File: src/hdl/cfg_regs_pkg.sv
// constants for the configuration and control register bank
`default_nettype none
package cfg_regs_pkg;
   // register select codes on the register port
   localparam int          SEL_W           = 2;
   localparam logic [1:0]  SEL_CFG_WORD3   = 2'h0;
   localparam logic [1:0]  SEL_CFG_CONTROL = 2'h1;
   localparam logic [1:0]  SEL_REV_IDENT   = 2'h2;
   // configuration word fields
   localparam int          CW_USB_ID_OWNER = 30;
   localparam int          CW_REMAP_ONCE   = 29;
   localparam int          CW_MODDIS_ONCE  = 28;
   localparam int          CW_I2C2_ALT     = 23;
   localparam int          CW_I2C1_ALT     = 22;
   localparam int          CW_USER_ID_LSB  = 0;
   localparam int          CW_USER_ID_W    = 16;
   // control register fields
   localparam int          CC_REMAP_LOCK   = 13;
   localparam int          CC_MODDIS_LOCK  = 12;
   localparam int          CC_FLASH_LP     = 8;
   localparam int          CC_TEST_PORT    = 3;
   localparam int          CC_TWO_WIRE_TDO = 0;
   localparam logic [31:0] CC_FIXED_ONES   = 32'h0000_0006;
   localparam logic        CC_REMAP_LOCK_RST  = 1'b0;
   localparam logic        CC_MODDIS_LOCK_RST = 1'b0;
   localparam logic        CC_FLASH_LP_RST    = 1'b1;
   localparam logic        CC_TEST_PORT_RST   = 1'b1;
   localparam logic        CC_TDO_RST         = 1'b1;
   // identification register fields
   localparam int          ID_REV_LSB      = 28;
   localparam int          ID_REV_W        = 4;
   localparam int          ID_DEV_W        = 28;
   // configuration word value before it is loaded
   localparam logic [31:0] CW_BLANK        = 32'hFFFF_FFFF;
   typedef enum logic [1:0] {
      LD_IDLE = 2'b00,
      LD_REQ  = 2'b01,
      LD_WAIT = 2'b10,
      LD_DONE = 2'b11
   } load_state_t;
endpackage
`default_nettype wire

File: src/hdl/cfg_word_loader.sv
// fetches the configuration word from nonvolatile storage after reset
`default_nettype none
module cfg_word_loader (
   // clock and reset
   input  wire logic        clk_sys,
   input  wire logic        rst,
   // nonvolatile storage read port
   output logic             nvm_rd_q,
   input  wire logic        nvm_valid,
   input  wire logic [31:0] nvm_data,
   // loaded word
   output logic [31:0]      word_q,
   output logic             loaded_q
);
   import cfg_regs_pkg::*;

   load_state_t state_q;
   load_state_t state_d;
   wire         take = (state_q == LD_WAIT) && nvm_valid;

   always_comb begin
      state_d = state_q;
      unique case (state_q)
         LD_IDLE: state_d = LD_REQ;
         LD_REQ:  state_d = LD_WAIT;
         LD_WAIT: if (nvm_valid) state_d = LD_DONE;
         LD_DONE: state_d = LD_DONE;
      endcase
   end

   always_ff @(posedge clk_sys) begin
      if (rst) begin
         state_q  <= LD_IDLE;
         nvm_rd_q <= 1'b0;
         word_q   <= CW_BLANK;
         loaded_q <= 1'b0;
      end else begin
         state_q  <= state_d;
         nvm_rd_q <= (state_d == LD_REQ);
         if (take) word_q <= nvm_data;
         loaded_q <= loaded_q | take;
      end
   end
endmodule
`default_nettype wire

File: src/hdl/device_config_control_regs.sv
// configuration word, configuration control and identification registers
// Summary of operation
// - usb identity pin goes to the usb unit when config bit 30 is set
// - config bit 29 set allows only one pin remap reconfiguration
// - config bit 28 set allows only one module disable reconfiguration
// - config bit 23 set puts second i2c on primary pins, else alternate
// - config bit 22 set puts first i2c on primary pins, else alternate
// - config bits 15:0 are a user id, hidden from software under code protect
// - control bit 13 resets 0; when set, pin remap writes are blocked
// - control bit 12 resets 0; when set, module disable writes are ignored
// - control bit 8 resets 1, enabling low-power flash read
// - control bit 3 resets 1, enabling the test port
// - control bit 0 resets 1, two-wire test protocol uses tdo
// - control bits 31:14 and 11:9 read zero and ignore writes
// - identification register holds revision 31:28 and device id 27:0
`default_nettype none
module device_config_control_regs #(
   parameter logic [3:0]  SILICON_REVISION = 4'h1,       // arbitrary value
   parameter logic [27:0] DEVICE_IDENT     = 28'h0000001 // arbitrary value
) (
   // clock and reset
   input  wire logic                         clk_sys,
   input  wire logic                         rst,
   // register port
   input  wire logic [cfg_regs_pkg::SEL_W-1:0] reg_sel,
   input  wire logic                         reg_wr,
   input  wire logic [31:0]                  reg_wdata,
   input  wire logic                         reg_rd,
   input  wire logic                         reg_from_debug,
   output logic [31:0]                       reg_rdata_q,
   output logic                              reg_rvalid_q,
   // system state
   input  wire logic                         sys_unlocked,
   input  wire logic                         code_protect,
   // nonvolatile storage
   output logic                              nvm_rd_q,
   input  wire logic                         nvm_valid,
   input  wire logic [31:0]                  nvm_data,
   output logic                              exec_enable_q,
   // pin remap and module disable write gating
   input  wire logic                         remap_wr_req,
   output logic                              remap_wr_grant_q,
   input  wire logic                         moddis_wr_req,
   output logic                              moddis_wr_grant_q,
   // configuration outputs
   output logic                              usb_id_by_usb_q,
   output logic                              i2c1_primary_q,
   output logic                              i2c2_primary_q,
   output logic                              flash_low_power_read_q,
   output logic                              test_port_enable_q,
   output logic                              two_wire_tdo_use_q
);
   import cfg_regs_pkg::*;

   // one flag placed at its position in a register image
   function automatic logic [31:0] bit_at(input logic flag, input int pos);
      bit_at      = 32'h0000_0000;
      bit_at[pos] = flag;
   endfunction

   // internal state and next values
   logic [31:0] cfg_word;
   logic        cfg_loaded;
   logic        remap_lock_q;
   logic        remap_lock_d;
   logic        moddis_lock_q;
   logic        moddis_lock_d;
   logic        remap_used_q;
   logic        remap_used_d;
   logic        moddis_used_q;
   logic        moddis_used_d;
   logic        flash_lp_q;
   logic        flash_lp_d;
   logic        test_port_q;
   logic        test_port_d;
   logic        tdo_use_q;
   logic        tdo_use_d;
   logic [31:0] rdata_d;
   logic        usb_id_d;
   logic        i2c1_primary_d;
   logic        i2c2_primary_d;
   logic        remap_grant_d;
   logic        moddis_grant_d;

   cfg_word_loader cfg_word_loader_inst (
      .clk_sys   (clk_sys),
      .rst       (rst),
      .nvm_rd_q  (nvm_rd_q),
      .nvm_valid (nvm_valid),
      .nvm_data  (nvm_data),
      .word_q    (cfg_word),
      .loaded_q  (cfg_loaded)
   );

   // register select decode
   wire sel_cw = (reg_sel == SEL_CFG_WORD3);
   wire sel_cc = (reg_sel == SEL_CFG_CONTROL);
   wire sel_id = (reg_sel == SEL_REV_IDENT);
   wire wr_cc  = reg_wr && sel_cc;

   // one-shot mode: once a lock has been set it stays set until reset
   wire remap_once    = cfg_word[CW_REMAP_ONCE];
   wire moddis_once   = cfg_word[CW_MODDIS_ONCE];
   wire remap_frozen  = remap_once && remap_used_q;
   wire moddis_frozen = moddis_once && moddis_used_q;

   // lock bits move only after the unlock sequence
   wire lock_wr_ok     = wr_cc && sys_unlocked;
   wire remap_lock_wr  = lock_wr_ok && !remap_frozen;
   wire moddis_lock_wr = lock_wr_ok && !moddis_frozen;

   assign remap_lock_d  = remap_lock_wr ? reg_wdata[CC_REMAP_LOCK] : remap_lock_q;
   assign moddis_lock_d = moddis_lock_wr ? reg_wdata[CC_MODDIS_LOCK] : moddis_lock_q;
   assign remap_used_d  = remap_used_q | remap_lock_d;
   assign moddis_used_d = moddis_used_q | moddis_lock_d;

   // plain control bits need no unlock
   assign flash_lp_d  = wr_cc ? reg_wdata[CC_FLASH_LP] : flash_lp_q;
   assign test_port_d = wr_cc ? reg_wdata[CC_TEST_PORT] : test_port_q;
   assign tdo_use_d   = wr_cc ? reg_wdata[CC_TWO_WIRE_TDO] : tdo_use_q;

   // control register readback, unimplemented positions fixed
   wire [31:0] cc_read = CC_FIXED_ONES
                       | bit_at(remap_lock_q, CC_REMAP_LOCK)
                       | bit_at(moddis_lock_q, CC_MODDIS_LOCK)
                       | bit_at(flash_lp_q, CC_FLASH_LP)
                       | bit_at(test_port_q, CC_TEST_PORT)
                       | bit_at(tdo_use_q, CC_TWO_WIRE_TDO);

   // user id hidden from run-time software while code protection is on
   wire        hide_uid = code_protect && !reg_from_debug;
   wire [31:0] cw_read  = hide_uid ? {cfg_word[31:CW_USER_ID_W], 16'h0000} : cfg_word;
   wire [31:0] id_read  = {SILICON_REVISION, DEVICE_IDENT};

   // configuration word has no write path; unmapped select reads zero
   wire [31:0] rd_mux = sel_cw ? cw_read :
                        sel_cc ? cc_read :
                        sel_id ? id_read : 32'h0000_0000;

   assign rdata_d = reg_rd ? rd_mux : reg_rdata_q;

   // pin routing keeps its reset value until the word has been loaded
   assign usb_id_d       = cfg_loaded ? cfg_word[CW_USB_ID_OWNER] : usb_id_by_usb_q;
   assign i2c1_primary_d = cfg_loaded ? cfg_word[CW_I2C1_ALT] : i2c1_primary_q;
   assign i2c2_primary_d = cfg_loaded ? cfg_word[CW_I2C2_ALT] : i2c2_primary_q;

   // write gating toward pin remap and module disable registers
   assign remap_grant_d  = remap_wr_req && !remap_lock_q;
   assign moddis_grant_d = moddis_wr_req && !moddis_lock_q;

   // lock and one-shot state
   always_ff @(posedge clk_sys) begin
      if (rst) begin
         remap_lock_q <= CC_REMAP_LOCK_RST;
      end else begin
         remap_lock_q <= remap_lock_d;
      end
   end

   always_ff @(posedge clk_sys) begin
      if (rst) begin
         moddis_lock_q <= CC_MODDIS_LOCK_RST;
      end else begin
         moddis_lock_q <= moddis_lock_d;
      end
   end

   always_ff @(posedge clk_sys) begin
      if (rst) begin
         remap_used_q <= 1'b0;
      end else begin
         remap_used_q <= remap_used_d;
      end
   end

   always_ff @(posedge clk_sys) begin
      if (rst) begin
         moddis_used_q <= 1'b0;
      end else begin
         moddis_used_q <= moddis_used_d;
      end
   end

   // control bits
   always_ff @(posedge clk_sys) begin
      if (rst) begin
         flash_lp_q <= CC_FLASH_LP_RST;
      end else begin
         flash_lp_q <= flash_lp_d;
      end
   end

   always_ff @(posedge clk_sys) begin
      if (rst) begin
         test_port_q <= CC_TEST_PORT_RST;
      end else begin
         test_port_q <= test_port_d;
      end
   end

   always_ff @(posedge clk_sys) begin
      if (rst) begin
         tdo_use_q <= CC_TDO_RST;
      end else begin
         tdo_use_q <= tdo_use_d;
      end
   end

   // register read port
   always_ff @(posedge clk_sys) begin
      if (rst) begin
         reg_rdata_q <= 32'h0000_0000;
      end else begin
         reg_rdata_q <= rdata_d;
      end
   end

   always_ff @(posedge clk_sys) begin
      if (rst) begin
         reg_rvalid_q <= 1'b0;
      end else begin
         reg_rvalid_q <= reg_rd;
      end
   end

   always_ff @(posedge clk_sys) begin
      if (rst) begin
         remap_wr_grant_q <= 1'b0;
      end else begin
         remap_wr_grant_q <= remap_grant_d;
      end
   end

   always_ff @(posedge clk_sys) begin
      if (rst) begin
         moddis_wr_grant_q <= 1'b0;
      end else begin
         moddis_wr_grant_q <= moddis_grant_d;
      end
   end

   // code held until the word is in
   always_ff @(posedge clk_sys) begin
      if (rst) begin
         exec_enable_q <= 1'b0;
      end else begin
         exec_enable_q <= cfg_loaded;
      end
   end

   always_ff @(posedge clk_sys) begin
      if (rst) begin
         usb_id_by_usb_q <= 1'b0;
      end else begin
         usb_id_by_usb_q <= usb_id_d;
      end
   end

   always_ff @(posedge clk_sys) begin
      if (rst) begin
         i2c1_primary_q <= 1'b1;
      end else begin
         i2c1_primary_q <= i2c1_primary_d;
      end
   end

   always_ff @(posedge clk_sys) begin
      if (rst) begin
         i2c2_primary_q <= 1'b1;
      end else begin
         i2c2_primary_q <= i2c2_primary_d;
      end
   end

   // registered copies of the control bits
   always_ff @(posedge clk_sys) begin
      if (rst) begin
         flash_low_power_read_q <= CC_FLASH_LP_RST;
      end else begin
         flash_low_power_read_q <= flash_lp_q;
      end
   end

   always_ff @(posedge clk_sys) begin
      if (rst) begin
         test_port_enable_q <= CC_TEST_PORT_RST;
      end else begin
         test_port_enable_q <= test_port_q;
      end
   end

   always_ff @(posedge clk_sys) begin
      if (rst) begin
         two_wire_tdo_use_q <= CC_TDO_RST;
      end else begin
         two_wire_tdo_use_q <= tdo_use_q;
      end
   end
endmodule
`default_nettype wire

File: config.mk
export PLATFORM = sky130hd
export DESIGN_NAME = device_config_control_regs
export DESIGN_NICKNAME = d
export VERILOG_FILES = /design/src/hdl/cfg_regs_pkg.sv /design/src/hdl/cfg_word_loader.sv /design/src/hdl/device_config_control_regs.sv
export SDC_FILE = /design/constraint.sdc
export NUM_CORES = 1
export LEC_CHECK = 0
export BUFFER_PORTS_ARGS = -buffer_cell sky130_fd_sc_hd__buf_2
export CAP_MARGIN = 15
export CORE_MARGIN = 10
export CORE_UTILIZATION = 40
export DETAILED_ROUTE_END_ITERATION = 16
export PLACE_DENSITY_LB_ADDON = 0.1
export SETUP_SLACK_MARGIN = 0.5
export SKIP_CTS_REPAIR_TIMING = 1
export SYNTH_ARGS = -nofsm -noshare
export SYNTH_HDL_FRONTEND = slang
export SYNTH_SLANG_ARGS = --single-unit
File: constraint.sdc
create_clock -name clk_sys -period 1 [get_ports clk_sys]
set_input_delay 0.2 -clock clk_sys [delete_from_list [all_inputs] [get_ports clk_sys]]
set_output_delay 0.2 -clock clk_sys [all_outputs]
set_load 0.005 [all_outputs]
==> run metrics <==
# IOs 119; Total Wirelength 8435 um; grt total ovfl 0; placed insts 514; Setup Skew about 13 ps; I/O Buffers 91; Max VDD drop approximately 0.0008 V; fin cells about 540; P per Cell Area 1539 nW/um^2; part of the cycle the worst path needs 103.1%; Regs by FF count cfg_word_loader_inst.word_q: 32 flops, reg_rdata_q: 32 flops, cfg_word_loader_inst.state_q: 2 flops; fill count 626; setup TNS -89.53 ps; # setup viols final 11; final setup margin -31.45 ps; r2r setup slk -30 ps; Worst-Margin Slew 287.8 ps; Critical Path Start cfg_word_loader_inst.word_q[28]; Root Buffer clkbuf_8; Synth Area in XOR/XNOR 0%; final hold violations 0; complex-gate fraction of the synthesized area 12.90%; number of cells on the critical path 3; WHS ~60 ps; Antenna Cells 0; antenna viol nets, final 0; worst-path maximum fanout 2; GPL Wtd Cong 0.7467; initial antenna violation count 0; Via Count about 2,600; Core ar. 7331 sq um; GRT Util Overall ~14%; WL/cell 15.65 um; hpwl dp 5735 um; Num CTS Buffers 9; Distinct cells, synth 34; DRC viols 0; Max clock buf depth 2; Slew headroom 80.73%; hold depth 3; main combinational cell family by area after synthesis simple AND/OR/NAND/NOR gates; area grow syn2layout 51.17%; clk_lat worst skew roughly 350 ps; post-layout net count 512; fraction of the mapped netlist area in adder cells 0%; # rows 31; commonest cells after routing, fill and taps aside nand2_1 (67), buf_2 (62), dfxtp_2 (50); cells after synthesis 314; CP arrival 1300 ps; Fmax achieved 0.9695 GHz; Crit path required time 1270 ps; Buf/Inv on CP 0; Leakage 2.075 nW; RSZ-0062 raised after global routing true; min Tclk post-route 1031 ps; Via-to-Cell Ratio 4.887; number of global-route vias before repair around 2,600; CP max-delay cell or3b_1; sequential share of the synthesized area 56.04%; Synth Warn # 0; Worst Min Path Start nvm_data[6]; die area 11,480 sq um; Worst R2R Start cfg_word_loader_inst.word_q[28]; syn_area_per_cell 9.671 sq um; max-cap violations 0; Critical Path End Type flip-flop; slowest stage delay, CP 340 ps; first-pass GRT wire length roughly 13,000 um; Mapped Area 3037 sq um; pin count of the biggest net entering global routing 23; 1st-iter DRT viols 66; post-synthesis mux area share less than 1%; initial core utilization 41.42%; Simple-Gate Fraction of Synth Area between 20 and 30%; delay-heaviest family, CP simple AND/OR/NAND/NOR gates; Worst Path Class, Setup reg -> reg; fraction of layout instances using a drive strength above 1 55.45%; Final Max Slew Viols 0; H-tree levels 3; Die W 107.1 um; Worst-path clk slew 90 ps; Hold Path Class in -> reg; CTS tree done; DP Worst Slack -185.6 ps; Die Y 107.1 um; register bit total from synthesis between 80 and 90; violated checks negative setup slack; DRT Pass-1 Iters 6; Worst Setup Start Kind flip-flop; status finished, violations left; Clock Sinks 85; critical path, cell by cell and2_1, or3b_1, a21oi_1; total power draw 7.065 mW; R2R depth 3; Post-Syn Nets between 300 and 400; most common cell after layout, fill and taps aside nand2_1
final timing paths:
path                                         end
hold / removal    cfg_word_loader_inst.word_q[6]
setup / recovery                   moddis_lock_q
setup reg to reg                   moddis_lock_q
hold reg to reg                   reg_rdata_q[5]
per-stage QoR:
stage	cell area [sq um]	util, %
4_1_cts	4136	56.43
3_5_place_dp	3948	53.85
5_1_grt	4591	62.62
6_report	4591	62.62
3_3_place_gp	3948	53.85
2_1_floorplan	3301	-
layer usage:
metal	track usage, %	share of wire (%)	vias up
met5	0	0	-
met4	4.932	1.3	0
met3	5.030	6.3	9
li1	-	-	1326
met1	16.76	43	1241
met2	21.42	49	58
cell type report:
class / instances / area [sq um] / area share (%)
multi-input combinational: 203 / 1433 / 31.21
inverter: 4 / 15.01 / 0.3271
tap: 99 / 123.9 / 2.698
clock buffer: 9 / 123.9 / 2.698
clock inverter: 6 / 65.06 / 1.417
sequential: 85 / 1775 / 38.68
timing repair buffer: 133 / 1055 / 22.98
Yosys cell counts:
library cell,count,area share [%]
dfxtp_1,85,56
nand2_1,68,8.4
nand3b_1,33,8.2
a22o_1,22,6.3
nor2_1,15,1.9
clkbuf_1,11,1.4
buf_2,8,1.3
a21oi_1,6,0.99
nand3_1,6,0.99
nor2b_1,6,1.2
a211o_1,5,1.4
a211oi_1,4,0.99
a311oi_1,4,1.2
inv_1,4,0.49
nand2b_1,4,0.82
and2_1,3,0.62
and3_1,3,0.62
nor3_1,3,0.49
o21ai_0,3,0.49
or2_2,3,0.62
a31oi_1,2,0.41
buf_4,2,0.49
nor3b_1,2,0.49
or3b_1,2,0.58
a21boi_0,1,0.25
and3b_1,1,0.29
buf_1,1,0.12
mux2i_1,1,0.33
nand2_2,1,0.21
nand4b_4,1,0.78
nor4b_4,1,0.78
o211ai_1,1,0.25
o31a_1,1,0.29
o32ai_1,1,0.29
logic make-up (layout without fill, tap and decap cells):
logic type	after synthesis	after routing
compound gates	50	50
buf+inv	26	152
flops	85	85
mux	1	1
simple gates	152	152
tightest hold or removal path: cells and delay by family:
family	cells	cell delay, ps
AND/OR/NAND/NOR	2	100
buffers and inverters	1	70
where the power goes:
group / internal (mW) / switching, mW
clock: 1.14 / 1.24
combinational: 0.553 / 0.425
sequential: 3.59 / 0.121
total: 5.28 / 1.78
No activity file was read; power rests on OpenSTA's default activity.
